--- src/rtl/rpm_params.svh ---
// Register offsets, field positions, reset values and widths of the regulator control block
`ifndef RPM_PARAMS_SVH
`define RPM_PARAMS_SVH

`define RPM_ADDR_W          5
`define RPM_DATA_W          32

`define RPM_OFF_LDO_CTRL    5'h00
`define RPM_OFF_SW_CTRL     5'h04
`define RPM_OFF_STATUS      5'h08
`define RPM_OFF_IRQ_STATUS  5'h0C
`define RPM_OFF_IRQ_MASK    5'h10
`define RPM_OFF_IRQ_CLEAR   5'h14

`define RPM_NUM_LDO         3
`define RPM_NUM_SW          4
`define RPM_NUM_REG         7
`define RPM_NUM_EV          5

`define RPM_SW_SLEW_MASK_BIT 4

`define RPM_ST_EN_LSB       0
`define RPM_ST_PG_LSB       7
`define RPM_ST_SLEW_BIT     14
`define RPM_ST_IRQPIN_BIT   15
`define RPM_ST_PGPIN_BIT    16
`define RPM_ST_MASTER_BIT   17

`define RPM_EV_PG_BAD       0
`define RPM_EV_UV_WARN      1
`define RPM_EV_UV_FAULT     2
`define RPM_EV_OT_WARN      3
`define RPM_EV_OT_FAULT     4

`define RPM_LDO_CMD_RST     3'h0
`define RPM_SW_CMD_RST      4'h0
`define RPM_SLEW_MASK_RST   1'h0
`define RPM_IRQ_MASK_RST    5'h00
`define RPM_IRQ_STATUS_RST  5'h00

`define RPM_SYNC_W          26

`endif

--- src/rtl/rpm_pkg.sv ---
// Types of the regulator control block
package rpm_pkg;

`include "rpm_params.svh"

    typedef struct packed {
        logic [`RPM_SYNC_W-1:0] s1;
        logic [`RPM_SYNC_W-1:0] s2;
    } rpm_sync_st_type;

    typedef struct packed {
        logic [`RPM_NUM_EV-1:0] status;
        logic [`RPM_NUM_EV-1:0] mask;
        logic [`RPM_NUM_EV-1:0] ev_prev;
        logic                   pin_low;
        logic                   irq;
    } rpm_irq_st_type;

    typedef struct packed {
        logic [`RPM_NUM_LDO-1:0] ldo_cmd;
        logic [`RPM_NUM_SW-1:0]  sw_cmd;
        logic                    slew_mask;
        logic [`RPM_NUM_LDO-1:0] ldo_en;
        logic [`RPM_NUM_SW-1:0]  sw_en;
        logic                    pg_low;
        logic                    waitreq;
        logic [`RPM_DATA_W-1:0]  readdata;
    } rpm_top_st_type;

endpackage

--- src/rtl/rpm_irq_ctrl.sv ---
// Sticky event status, mask, level interrupt and latched interrupt pin
`timescale 1ns/1ns
`default_nettype none
module rpm_irq_ctrl
    import rpm_pkg::*;
(
    input  wire logic                   core_clk_i,
    input  wire logic                   rst_b_i,
    input  wire logic                   supply_clr_i,
    input  wire logic [`RPM_NUM_EV-1:0] ev_lvl_i,
    input  wire logic                   status_wr_i,
    input  wire logic                   mask_wr_i,
    input  wire logic                   clr_cmd_i,
    input  wire logic [`RPM_NUM_EV-1:0] wdata_i,
    output logic      [`RPM_NUM_EV-1:0] status_o,
    output logic      [`RPM_NUM_EV-1:0] mask_o,
    output logic                        irq_o,
    output logic                        pin_low_o
);
    import rpm_pkg::*;

    rpm_irq_st_type st_q;
    rpm_irq_st_type st_d;

    always_comb begin
        logic [`RPM_NUM_EV-1:0] rise;
        logic [`RPM_NUM_EV-1:0] w1c;
        rise = '0;
        w1c  = '0;
        st_d = st_q;
        // Only a new condition raises an event, so a lasting fault does not
        // re-assert the pin the moment it has been cleared
        rise = ev_lvl_i & ~st_q.ev_prev;
        w1c  = status_wr_i ? wdata_i : '0;
        st_d.ev_prev = ev_lvl_i;
        st_d.status  = (st_q.status & ~w1c) | rise;
        if (mask_wr_i) begin
            st_d.mask = wdata_i;
        end
        st_d.pin_low = (st_q.pin_low & ~clr_cmd_i) | (|rise);
        if (supply_clr_i) begin
            st_d.status  = `RPM_IRQ_STATUS_RST;
            st_d.mask    = `RPM_IRQ_MASK_RST;
            st_d.pin_low = 1'b0;
        end
        st_d.irq = |(st_d.status & st_d.mask);
    end

    always_ff @(posedge core_clk_i or negedge rst_b_i) begin
        if (!rst_b_i) begin
            st_q <= '0;
        end else begin
            st_q <= st_d;
        end
    end

    assign status_o  = st_q.status;
    assign mask_o    = st_q.mask;
    assign irq_o     = st_q.irq;
    assign pin_low_o = st_q.pin_low;
endmodule
`default_nettype wire

--- src/rtl/rpm_sync.sv ---
// Two-stage synchroniser for all asynchronous inputs of the block
`timescale 1ns/1ns
`default_nettype none
module rpm_sync
    import rpm_pkg::*;
(
    input  wire logic                   core_clk_i,
    input  wire logic                   rst_b_i,
    input  wire logic [`RPM_SYNC_W-1:0] async_i,
    output logic      [`RPM_SYNC_W-1:0] sync_o
);
    import rpm_pkg::*;

    rpm_sync_st_type st_q;
    rpm_sync_st_type st_d;

    // First stage feeds only the second stage
    always_comb begin
        st_d    = st_q;
        st_d.s1 = async_i;
        st_d.s2 = st_q.s1;
    end

    always_ff @(posedge core_clk_i or negedge rst_b_i) begin
        if (!rst_b_i) begin
            st_q <= '0;
        end else begin
            st_q <= st_d;
        end
    end

    assign sync_o = st_q.s2;
endmodule
`default_nettype wire

--- src/rtl/rpm_top.sv ---
// Regulator enable, power-good and interrupt control with Avalon-MM registers
// Contract
// - Each linear-regulator enable pin is active high and reads low when left open.
// - Each switching-regulator enable pin is active high and reads low when left open.
// - While master power-on is low all enables are ignored; while high they act normally.
// - When the serial-port supply falls below its threshold every register returns to reset.
// - The open-drain interrupt pin is pulled low on any power-good, undervoltage or
//       overtemperature warning or fault.
// - A write to the interrupt-clear command register releases the interrupt pin.
// - Power-good is pulled low whenever an enabled regulator is below its threshold.
// - Power-good is pulled low during an output-voltage slew unless a command bit masks it.
// - Power-good is pulled low whenever every regulator is disabled.
// - Each linear regulator has a command enable bit, reset 0, which otherwise defers
//        to the pin.
// - Each switching regulator has a command enable bit, reset 0, 1 forcing it on.
//
// The address map and the Avalon-MM interface to the registers were left to the implementer.
`timescale 1ns/1ns
`default_nettype none
module rpm_top
    import rpm_pkg::*;
(
    input  wire logic                    core_clk_i,
    input  wire logic                    rst_b_i,
    // Avalon-MM slave
    input  wire logic [`RPM_ADDR_W-1:0]  avs_address_i,
    input  wire logic                    avs_read_i,
    input  wire logic                    avs_write_i,
    input  wire logic [`RPM_DATA_W-1:0]  avs_writedata_i,
    input  wire logic [3:0]              avs_byteenable_i,
    output logic      [`RPM_DATA_W-1:0]  avs_readdata_o,
    output logic                         avs_waitrequest_o,
    // Regulator enable pins and master power-on
    input  wire logic [`RPM_NUM_LDO-1:0] ldo_enable_in_i,
    input  wire logic [`RPM_NUM_SW-1:0]  sw_reg_enable_in_i,
    input  wire logic                    master_power_on_i,
    // Serial-port supply comparator, high while above threshold
    input  wire logic                    serial_logic_supply_ok_i,
    // Analog monitors
    input  wire logic [`RPM_NUM_REG-1:0] reg_above_pg_i,
    input  wire logic [`RPM_NUM_SW-1:0]  sw_slew_active_i,
    input  wire logic                    uv_warn_i,
    input  wire logic                    uv_fault_i,
    input  wire logic                    ot_warn_i,
    input  wire logic                    ot_fault_i,
    // Regulator enables to the analog side
    output logic      [`RPM_NUM_LDO-1:0] ldo_en_o,
    output logic      [`RPM_NUM_SW-1:0]  sw_en_o,
    // Open-drain interrupt pin
    input  wire logic                    irq_pin_i,
    output logic                         irq_pin_o,
    output logic                         irq_pin_oe_o,
    // Open-drain power-good pin
    input  wire logic                    power_good_out_i,
    output logic                         power_good_out_o,
    output logic                         power_good_out_oe_o,
    // Level interrupt to the local processor
    output logic                         irq_o
);
    import rpm_pkg::*;

    rpm_top_st_type st_q;
    rpm_top_st_type st_d;

    logic [`RPM_SYNC_W-1:0] async_in;
    logic [`RPM_SYNC_W-1:0] sync_in;

    logic [`RPM_NUM_LDO-1:0] ldo_pin_s;
    logic [`RPM_NUM_SW-1:0]  sw_pin_s;
    logic                    master_s;
    logic                    supply_ok_s;
    logic [`RPM_NUM_REG-1:0] pg_s;
    logic [`RPM_NUM_SW-1:0]  slew_s;
    logic                    uv_warn_s;
    logic                    uv_fault_s;
    logic                    ot_warn_s;
    logic                    ot_fault_s;
    logic                    irq_pin_s;
    logic                    pg_pin_s;

    logic [`RPM_NUM_EV-1:0]  ev_lvl;
    logic [`RPM_NUM_EV-1:0]  irq_status;
    logic [`RPM_NUM_EV-1:0]  irq_mask;
    logic                    irq_lvl;
    logic                    irq_pin_low;

    logic                    acc_wr;
    logic                    lane0;
    logic                    wr_status;
    logic                    wr_mask;
    logic                    wr_clear;

    // Pad pull-downs make an open enable pin arrive here as a low level
    assign async_in = {power_good_out_i, irq_pin_i, ot_fault_i, ot_warn_i, uv_fault_i,
                       uv_warn_i, sw_slew_active_i, reg_above_pg_i, serial_logic_supply_ok_i,
                       master_power_on_i, sw_reg_enable_in_i, ldo_enable_in_i};

    rpm_sync u_sync (
        .core_clk_i (core_clk_i),
        .rst_b_i    (rst_b_i),
        .async_i    (async_in),
        .sync_o     (sync_in)
    );

    assign ldo_pin_s   = sync_in[2:0];
    assign sw_pin_s    = sync_in[6:3];
    assign master_s    = sync_in[7];
    assign supply_ok_s = sync_in[8];
    assign pg_s        = sync_in[15:9];
    assign slew_s      = sync_in[19:16];
    assign uv_warn_s   = sync_in[20];
    assign uv_fault_s  = sync_in[21];
    assign ot_warn_s   = sync_in[22];
    assign ot_fault_s  = sync_in[23];
    assign irq_pin_s   = sync_in[24];
    assign pg_pin_s    = sync_in[25];

    // Address match of a request that is being accepted on this edge
    function automatic logic hit(input logic [`RPM_ADDR_W-1:0] a,
                                 input logic [`RPM_ADDR_W-1:0] off);
        hit = (a == off);
    endfunction

    // Accept edge: request seen while waitrequest is already low
    assign acc_wr    = avs_write_i && !st_q.waitreq;
    assign lane0     = avs_byteenable_i[0];
    assign wr_status = acc_wr && lane0 && hit(avs_address_i, `RPM_OFF_IRQ_STATUS);
    assign wr_mask   = acc_wr && lane0 && hit(avs_address_i, `RPM_OFF_IRQ_MASK);
    // Any write to the clear command releases the pin, whatever the data
    assign wr_clear  = acc_wr && hit(avs_address_i, `RPM_OFF_IRQ_CLEAR);

    assign ev_lvl[`RPM_EV_PG_BAD]   = st_q.pg_low && (|(st_q.ldo_en)) | (|(st_q.sw_en));
    assign ev_lvl[`RPM_EV_UV_WARN]  = uv_warn_s;
    assign ev_lvl[`RPM_EV_UV_FAULT] = uv_fault_s;
    assign ev_lvl[`RPM_EV_OT_WARN]  = ot_warn_s;
    assign ev_lvl[`RPM_EV_OT_FAULT] = ot_fault_s;

    rpm_irq_ctrl u_irq (
        .core_clk_i   (core_clk_i),
        .rst_b_i      (rst_b_i),
        .supply_clr_i (!supply_ok_s),
        .ev_lvl_i     (ev_lvl),
        .status_wr_i  (wr_status),
        .mask_wr_i    (wr_mask),
        .clr_cmd_i    (wr_clear),
        .wdata_i      (avs_writedata_i[`RPM_NUM_EV-1:0]),
        .status_o     (irq_status),
        .mask_o       (irq_mask),
        .irq_o        (irq_lvl),
        .pin_low_o    (irq_pin_low)
    );

    always_comb begin
        logic [`RPM_NUM_REG-1:0] en_all;
        logic [`RPM_DATA_W-1:0]  rd;
        en_all = '0;
        rd     = '0;
        st_d   = st_q;

        // Bus: one wait cycle, then accept; readdata captured on the wait edge
        case (avs_address_i)
            `RPM_OFF_LDO_CTRL: begin
                rd[`RPM_NUM_LDO-1:0] = st_q.ldo_cmd;
            end
            `RPM_OFF_SW_CTRL: begin
                rd[`RPM_NUM_SW-1:0]          = st_q.sw_cmd;
                rd[`RPM_SW_SLEW_MASK_BIT]    = st_q.slew_mask;
            end
            `RPM_OFF_STATUS: begin
                rd[`RPM_ST_EN_LSB +: `RPM_NUM_REG] = {st_q.sw_en, st_q.ldo_en};
                rd[`RPM_ST_PG_LSB +: `RPM_NUM_REG] = pg_s;
                rd[`RPM_ST_SLEW_BIT]   = |slew_s;
                rd[`RPM_ST_IRQPIN_BIT] = irq_pin_s;
                rd[`RPM_ST_PGPIN_BIT]  = pg_pin_s;
                rd[`RPM_ST_MASTER_BIT] = master_s;
            end
            `RPM_OFF_IRQ_STATUS: begin
                rd[`RPM_NUM_EV-1:0] = irq_status;
            end
            `RPM_OFF_IRQ_MASK: begin
                rd[`RPM_NUM_EV-1:0] = irq_mask;
            end
            default: begin
                rd = '0;
            end
        endcase

        if ((avs_read_i || avs_write_i) && st_q.waitreq) begin
            st_d.waitreq = 1'b0;
            if (avs_read_i) begin
                st_d.readdata = rd;
            end
        end else begin
            st_d.waitreq = 1'b1;
        end

        if (acc_wr && lane0) begin
            case (avs_address_i)
                `RPM_OFF_LDO_CTRL: begin
                    st_d.ldo_cmd = avs_writedata_i[`RPM_NUM_LDO-1:0];
                end
                `RPM_OFF_SW_CTRL: begin
                    st_d.sw_cmd    = avs_writedata_i[`RPM_NUM_SW-1:0];
                    st_d.slew_mask = avs_writedata_i[`RPM_SW_SLEW_MASK_BIT];
                end
                default: begin
                    st_d.ldo_cmd = st_q.ldo_cmd;
                end
            endcase
        end

        // Master power-on gates pins and command bits alike
        st_d.ldo_en = master_s ? (ldo_pin_s | st_q.ldo_cmd) : '0;
        st_d.sw_en  = master_s ? (sw_pin_s | st_q.sw_cmd) : '0;

        en_all      = {st_q.sw_en, st_q.ldo_en};
        st_d.pg_low = (|(en_all & ~pg_s))
                    || ((|(st_q.sw_en & slew_s)) && !st_q.slew_mask)
                    || (en_all == '0);

        // Loss of the serial-port supply drops the register file to defaults
        if (!supply_ok_s) begin
            st_d.ldo_cmd   = `RPM_LDO_CMD_RST;
            st_d.sw_cmd    = `RPM_SW_CMD_RST;
            st_d.slew_mask = `RPM_SLEW_MASK_RST;
        end
    end

    always_ff @(posedge core_clk_i or negedge rst_b_i) begin
        if (!rst_b_i) begin
            st_q          <= '0;
            st_q.waitreq  <= 1'b1;
            st_q.pg_low   <= 1'b1;
        end else begin
            st_q <= st_d;
        end
    end

    assign avs_readdata_o      = st_q.readdata;
    assign avs_waitrequest_o   = st_q.waitreq;
    assign ldo_en_o            = st_q.ldo_en;
    assign sw_en_o             = st_q.sw_en;
    // Open-drain pins only ever drive low; the enable carries the level
    assign irq_pin_o           = 1'b0;
    assign irq_pin_oe_o        = irq_pin_low;
    assign power_good_out_o    = 1'b0;
    assign power_good_out_oe_o = st_q.pg_low;
    assign irq_o               = irq_lvl;
endmodule
`default_nettype wire

--- config.mk ---
export PLATFORM = sky130hd
export DESIGN_NAME = rpm_top
export DESIGN_NICKNAME = d
export VERILOG_FILES = /design/src/rtl/rpm_pkg.sv /design/src/rtl/rpm_irq_ctrl.sv /design/src/rtl/rpm_sync.sv /design/src/rtl/rpm_top.sv
export VERILOG_INCLUDE_DIRS = /design/src /design/src/rtl
export SDC_FILE = /design/constraint.sdc
export NUM_CORES = 1
export LEC_CHECK = 0
export ABC_AREA = 1
export BUFFER_PORTS_ARGS = -buffer_cell sky130_fd_sc_hd__clkbuf_2
export CORE_MARGIN = 2
export CORE_UTILIZATION = 41
export CTS_BUF_LIST = sky130_fd_sc_hd__clkbuf_4 sky130_fd_sc_hd__clkbuf_8
export DETAILED_ROUTE_END_ITERATION = 12
export GPL_TIMING_DRIVEN = 0
export PLACE_DENSITY = 0.65
export REMOVE_ABC_BUFFERS = 1
export SYNTH_ARGS = -nofsm -noshare
export SYNTH_HDL_FRONTEND = slang
export SYNTH_SLANG_ARGS = --single-unit
--- constraint.sdc ---
create_clock -name core_clk_i -period 2.4 [get_ports core_clk_i]
set_input_delay 0.24 -clock core_clk_i [delete_from_list [all_inputs] [get_ports core_clk_i]]
set_output_delay 0.24 -clock core_clk_i [all_outputs]
set_load 0.03 [all_outputs]
==> impl_metrics.ini, run 1 <==
[cts]
path_clk_slew_ns = 0.10
cts.sinks = 104
post_cts_buffers = 0
cts_buffer_depth = 2
htreeDepth = 3
cts_tree = yes
root_buffer = clkbuf_8
cts_made_buffers = 9
insertion_delay_ns = 0.36

[timing]
setup_violations = 0
finClkSkew_ns = 0.01163
setup_slack_ns = 0.4155
tns_ns = 0
slew_viol_final = 0
min_period_over_period_pct = 82.69
fmax_mhz = 503.9
tightest_slew_ns = 0.8399
fin_crit_ns = 1.984
hold_viol = 0
rsz0062_at_grt = no
slew_headroom_pct = 44.01

[drt]
num_vias = 2705
firstDrtPassIters = 4
drc = 0
final_antenna_net_count = 0
drt-wirelength-per-cell_um = 12.93
vias_per_cell = 4.508
drtIter0Drc = 137
drt_wl_total_um = 7757

[final_layout]
final_cell_mix = dfrtp_1 (102), nand2_1 (70), clkbuf_2 (68)
n_fill_cell = 881
layout.area.seq_um2 = 2605
diodes = 0
drive_gt1_share_pct = 25.91
syn_to_final_growth_pct = 17.37
mostFrequentLayoutCell = dfrtp_1
final_nets = 533
multi_input_area_um2 = 1087
design_area_um2 = 4852

[logic_synthesis]
muxShareOfSynthArea_pct = 0
ys_seq_elements = 104
synth-compound-area-share_pct = 8.596
ys_types = 34
seq_area_frac_synth_pct = 63.01
yosysWarnings = 0
synth-simple-area-share_pct = 16.25
syn_area_um2 = 4134
synthXorXnorAreaFrac_pct = 0
synth_cells = 385
synth_fa_ha_area_share_pct = 0
synth_top_family_by_area = simple AND/OR/NAND/NOR gates
syn_avg_cell_area_um2 = 10.74

[floorplan]
die_x_um = 104.4
rows = 36
ioPinCount = 116
dieArea_um2 = 10900
core_area_um2 = 9774
initial_core_util_pct = 42.29
die_h_um = 104.4

[critical_path]
critPathLaunchType = flip-flop
required_ns = 2.69
end_kind = flip-flop
crit_path_top_delay_cell = nand3_1
cp.arrival_ns = 2.27
crit_path_max_fanout = 20
criticalPathCategory = reg2reg
path_delay_family = simple AND/OR/NAND/NOR gates
slowest_delay_ns = 0.59
timing.critical_path.buf_inv = 0
cp_cell_sequence = nand3_1, or2_4, o21ai_0

[pwr]
switching_power_uw = 882.6
p_sw_share_pct = 26.47
pwr-share-seq_pct = 56.6
powerDensity_nw_per_um2 = 687.3
p_int_mw = 2.452
leakagePower_nw = 2.481
vdd.ir_drop.worst_uv = 271.1
clkPwrFrac_pct = 32.7
pwr-share-comb_pct = 10.7
power_mw = 3.335

[global_route]
grt_first_pass_wirelength_um = 12830
grt.total_usage_pct = 15.10
overflow = 0
grt_pass1_vias = 2649
grt_antenna_before_repair = 0
grt_max_degree = 65

[placed_design]
gp_congestion = 0.8367
dp_hpwl_um = 5490
dpl-instance-area_um2 = 4392
io_buffers = 69
place_ws_ns = 0.3707

[flow_run]
cap_violations = 0

[outcome]
status = complete, no violations

[worst_hold_path]
hp-class = in2async
[registers in the layout, summed over array words and instances (netlist names)]
name / count
u_sync.sync_o: 26
avs_readdata_o: 18
u_irq.st_q: 5
power_good_out_oe_o: 1
ldo_en_o: 3
u_irq.mask_o: 5
u_irq.irq_o: 1
u_irq.pin_low_o: 1
sw_en_o: 4
u_irq.status_o: 5
st_q: 8
avs_waitrequest_o: 1
u_sync.st_d: 26
[area by class of cell]
class | instances | share of cell area, %
flip-flops and latches | 104 | 53.69
clock buffers | 9 | 2.553
multi-input cells | 207 | 22.41
clock inverters | 7 | 1.573
well taps | 133 | 3.430
repair buffers | 96 | 12.94
inverters | 44 | 3.404
[worst register-to-register path, stage by stage (launching register included)]
cell,delay [ns]
dfstp_2,0.56
nand3_1,0.59
or2_4,0.60
o21ai_0,0.17
[worst paths after layout]
kind	start	end	slack (ns)	cells after the start
max reg2reg	avs_waitrequest_o$_DFF_PN1_	avs_readdata_o[6]$_DFFE_PN0P_	0.42	3
min in group core_clk_i	avs_read_i	avs_waitrequest_o$_DFF_PN1_	0.10	4
max	avs_waitrequest_o$_DFF_PN1_	avs_readdata_o[6]$_DFFE_PN0P_	0.42	3
min reg2reg	u_sync.st_d[8]$_DFF_PN0_	u_sync.sync_o[8]$_DFF_PN0_	0.36	0
max in group asynchronous	rst_b_i	avs_waitrequest_o$_DFF_PN1_	1.62	2
min	rst_b_i	u_sync.st_d[18]$_DFF_PN0_	0.004	1
[what timing repair did]
action,4_1_cts,5_1_grt
hold buffers,26,0
hold endpoints to repair,26,0
setup endpoints to repair,0,0
gates resized for setup,0,0
[routing by layer]
| metal | share of wire (%) | global-route usage, % | vias to the layer above |
|---|---|---|---|
| met5 | 0 | 0 | - |
| li1 | - | - | 1306 |
| met1 | 44 | 19.38 | 1304 |
| met2 | 49 | 24.09 | 80 |
| met3 | 4.6 | 3.258 | 15 |
| met4 | 2.8 | 7.722 | 0 |
[power groups by stage]
stage,logic (mW),clock network (mW),registers [mW]
finish,0.356,1.09,1.89
global route,0.392,1.21,1.90
CTS,0.362,1.13,1.89
detailed placement,0.328,0,1.92
global placement,0.320,0,1.92
floorplan,0.143,0,1.96
[cell families (layout without fill, tap and decap cells)]
family | after synthesis | count (layout)
buffers and inverters | 89 | 156
and+or+nand+nor | 138 | 138
AOI/OAI and AO/OA | 53 | 53
DFF | 104 | 104
other | 1 | 16
[synthesized netlist by cell type, drive strengths merged]
cell,instances,area [um2]
a21boi,1,11.26
a21oi,9,56.31
a221oi,1,8.760
a22o,2,17.52
a2bb2oi,2,17.52
a31oi,1,6.260
and2,1,6.260
buf,44,329.1
clkbuf,1,3.750
conb,1,3.750
dfrtp,102,2552
dfstp,2,52.55
inv,44,165.2
nand2,75,309.0
nand3,16,95.09
nand3b,1,7.510
nand4,1,6.260
nor2,40,222.7
nor3,2,10.01
nor4,1,6.260
o21ai,32,205.2
o21bai,1,7.510
o22ai,4,25.02
or2,1,8.760
[per-stage QoR]
stage / util, % / hold slack [ns] / instances
3_3_place_gp: 44.70 / 0.3318 / 557
5_1_grt: 49.64 / 0.07128 / 600
2_1_floorplan: - / -0.05559 / 355
4_1_cts: 49.64 / 0.02636 / 600
6_report: 49.64 / 0.003692 / 600
3_5_place_dp: 44.93 / 0.3347 / 558
Note: power is estimated with default switching activity, not from simulation.
==> inputs of run 2 (changes only) <==
--- a/config.mk
+++ b/config.mk
@@ -6,14 +6,14 @@
 export SDC_FILE = /design/constraint.sdc
 export NUM_CORES = 1
 export LEC_CHECK = 0
-export ABC_AREA = 1
+export ABC_AREA = 0
 export BUFFER_PORTS_ARGS = -buffer_cell sky130_fd_sc_hd__clkbuf_2
 export CORE_MARGIN = 2
 export CORE_UTILIZATION = 41
 export CTS_BUF_LIST = sky130_fd_sc_hd__clkbuf_4 sky130_fd_sc_hd__clkbuf_8
 export DETAILED_ROUTE_END_ITERATION = 12
 export GPL_TIMING_DRIVEN = 0
-export PLACE_DENSITY = 0.65
+export PLACE_DENSITY = 0.68
 export REMOVE_ABC_BUFFERS = 1
 export SYNTH_ARGS = -nofsm -noshare
 export SYNTH_HDL_FRONTEND = slang
==> constraint.sdc (replaced) <==
create_clock -name core_clk_i -period 1.7 [get_ports core_clk_i]
set_input_delay 0.17 -clock core_clk_i [delete_from_list [all_inputs] [get_ports core_clk_i]]
set_output_delay 0.17 -clock core_clk_i [all_outputs]
set_load 0.03 [all_outputs]
==> run 2 against run 1 <==
Compared with the run above: combinational power up 17%; non-clock buffer count up 4; first-iteration DRC count down 3.6%; sequential share of layout area grew 0.98 points; worst setup slack lost 0.38 ns; critical endpoint is now u_irq.irq_o$_DFF_PN0_; the flow now finishes with violations (negative hold slack).
==> impl_metrics.ini, run 2 <==
[outcome]
status = complete, but fails checks
violations = negative hold slack

[drt]
drtIter0Drc = 132
final_antenna_net_count = 0
drt-wirelength-per-cell_um = 13.73
drc = 0
firstDrtPassIters = 4
drt_wl_total_um = 7343
num_vias = 2437
vias_per_cell = 4.555

[timing]
setup_violations = 0
rsz0062_at_grt = yes
slew_headroom_pct = 58.51
fin_crit_ns = 1.660
finClkSkew_ns = 0.01209
tns_ns = 0
hold_viol = 1
tightest_slew_ns = 0.6224
fmax_mhz = 602.5
hold-worst-slack_ns = -0.003721
slew_viol_final = 0
min_period_over_period_pct = 97.63

[logic_synthesis]
seq_area_frac_synth_pct = 65.23
async_flop_share_pct = 100.0
yosysWarnings = 0
synth_most_common_cell = dfrtp_1
ys_types = 41
synth_top_area_share_pct = 63.91
synthTopCellsByArea = dfrtp_1 (64%), buf_4 (7.7%), mux2i_1 (4.0%)
synth.largest_area_cell = dfrtp_1
ys_seq_elements = 104
synth_cells = 321
syn_avg_cell_area_um2 = 12.44
yosys-top-cells-count = dfrtp_1 (102), buf_4 (41), nand2_1 (34)
synth_edf_count = 0
synthFlopType = dfrtp_1
syn_area_um2 = 3994

[final_layout]
drive_gt1_share_pct = 25.12
final_nets = 468
diodes = 0
n_fill_cell = 877
syn_to_final_growth_pct = 19.36
mostFrequentLayoutCell = dfrtp_1
final_cells = 535
final_cell_mix = dfrtp_1 (101), clkbuf_2 (67), nand2_1 (33)

[floorplan]
die_x_um = 102.7
initial_core_util_pct = 41.63
core_area_um2 = 9594
rows = 36
dieArea_um2 = 10550
ioPinCount = 116
die_h_um = 102.7

[pwr]
powerDensity_nw_per_um2 = 950.0
vdd.ir_drop.worst_uv = 464.3
switching_power_mw = 1.144
p_sw_share_pct = 25.25
leakagePower_nw = 2.206
p_int_mw = 3.385
clkPwrFrac_pct = 32.5
pwr-share-seq_pct = 58.3
pwr-share-comb_pct = 9.2

[cts]
htreeDepth = 3
insertion_delay_ns = 0.36
cts.sinks = 104
cts_made_buffers = 9
cts_tree = yes
path_clk_slew_ns = 0.10
root_buffer = clkbuf_8
cts_buffer_depth = 2

[critical_path]
criticalPathCategory = reg2reg
path_delay_family = simple AND/OR/NAND/NOR gates
critPathLaunchType = flip-flop
required_ns = 1.93
end_kind = flip-flop
crit_path_max_fanout = 6
cp_cell_sequence = nand3b_1, or3_4, mux2_4, o211ai_1, nand4_1
slowest_delay_ns = 0.40
timing.critical_path.buf_inv = 0
crit_path_top_delay_cell = dfstp_2
cp.arrival_ns = 1.89

[worst_hold_path]
hp-class = in2reg

[placed_design]
gp_congestion = 0.8070
dp.cells = 489
dp_hpwl_um = 5199
io_buffers = 69

[global_route]
grt_antenna_before_repair = 0
grt_pass1_vias = 2289
grt_first_pass_wirelength_um = 11610
grt.total_usage_pct = 14.76
overflow = 0
grt_max_degree = 64

[flow_run]
cap_violations = 0
==> run 2: changes by cell type after synthesis, moves of 4 or more <==
cell	change
a21oi_1	-4
and2_1	+5
clkbuf_1	+6
inv_1	-34
mux2i_1	+16
nand2_1	-36
nand3_1	-13
nor2_1	-21
nor2_4	-4
nor2b_1	+13
o21a_1	+10
o21ai_2	-12
==> run 2: timing repair <==
item / in CTS / in global routing
setup endpoints to repair: 9 / 1
gates cloned: 0 / 0
buffers inserted: 1 / 1
endpoints found under the hold margin: 67 / 0
hold buffers: 28 / 0
resized for setup: 2 / 6
pin swaps: 1 / 1
==> run 2: final timing paths <==
check,start,to,slack [ns],cells past startpoint
worst max-delay path,avs_waitrequest_o$_DFF_PN1_,u_irq.irq_o$_DFF_PN0_,0.04,5
worst min-delay path,avs_write_i,avs_waitrequest_o$_DFF_PN1_,-0.004,2
worst max register to register,avs_waitrequest_o$_DFF_PN1_,u_irq.irq_o$_DFF_PN0_,0.04,5
worst min register to register,u_sync.st_d[1]$_DFF_PN0_,u_sync.sync_o[1]$_DFF_PN0_,0.35,0
max in group asynchronous,rst_b_i,power_good_out_oe_o$_DFF_PN1_,0.61,3
min in group asynchronous,rst_b_i,u_irq.irq_o$_DFF_PN0_,0.37,2
==> run 2: layout make-up <==
class                           count  area (um2)  area share [%]
Clock buffer                       12       158.9           3.333
Clock inverter                      4       37.54          0.7874
Inverter                           10       37.54          0.7874
Multi-Input combinational cell    172        1086           22.78
Sequential cell                   104        2606           54.67
Tap cell                          133       166.4           3.491
Timing Repair Buffer              100       674.4           14.15
==> run 2: worst reg2reg max path, cell delays in order, from the launching register on <==
cell,delay (ns)
dfstp_2,0.40
nand3b_1,0.20
or3_4,0.39
mux2_4,0.32
o211ai_1,0.09
nand4_1,0.13
==> run 2: per-layer routing <==
layer,wire length [um],vias to the layer above,GRT usage (%)
li1,-,1179,-
met1,3221,1200,19.06
met2,3698,47,24.08
met3,274,11,3.322
met4,148,0,6.359
met5,0,-,0
==> run 2: cell families after synthesis <==
logic type	synth area share, %
muxes	4.762
DFF	65.23
AOI/OAI and AO/OA	9.273
buffers and inverters	9.555
other	0.09389
and+or+nand+nor	11.09
==> run 2: through the flow <==
stage               cell area (um2)  setup slack, ns  utilization (%)  power [mW]
floorplan                      3706         -0.03489                -       2.867
global placement               4218          -0.7974            43.96       3.036
detailed placement             4248          -0.4795            44.27       3.055
CTS                            4740         0.003183            49.40       4.568
global route                   4767         -0.04158            49.69       4.740
finish                         4767          0.04026            49.69       4.529
==> run 2: power groups by stage <==
| stage | logic, mW | registers (mW) | clock network [mW] |
|---|---|---|---|
| after floorplan | 0.150 | 2.72 | 0 |
| after global placement | 0.348 | 2.69 | 0 |
| final | 0.416 | 2.64 | 1.47 |
| after detailed placement | 0.364 | 2.69 | 0 |
| after global routing | 0.459 | 2.66 | 1.62 |
| after CTS | 0.417 | 2.64 | 1.51 |
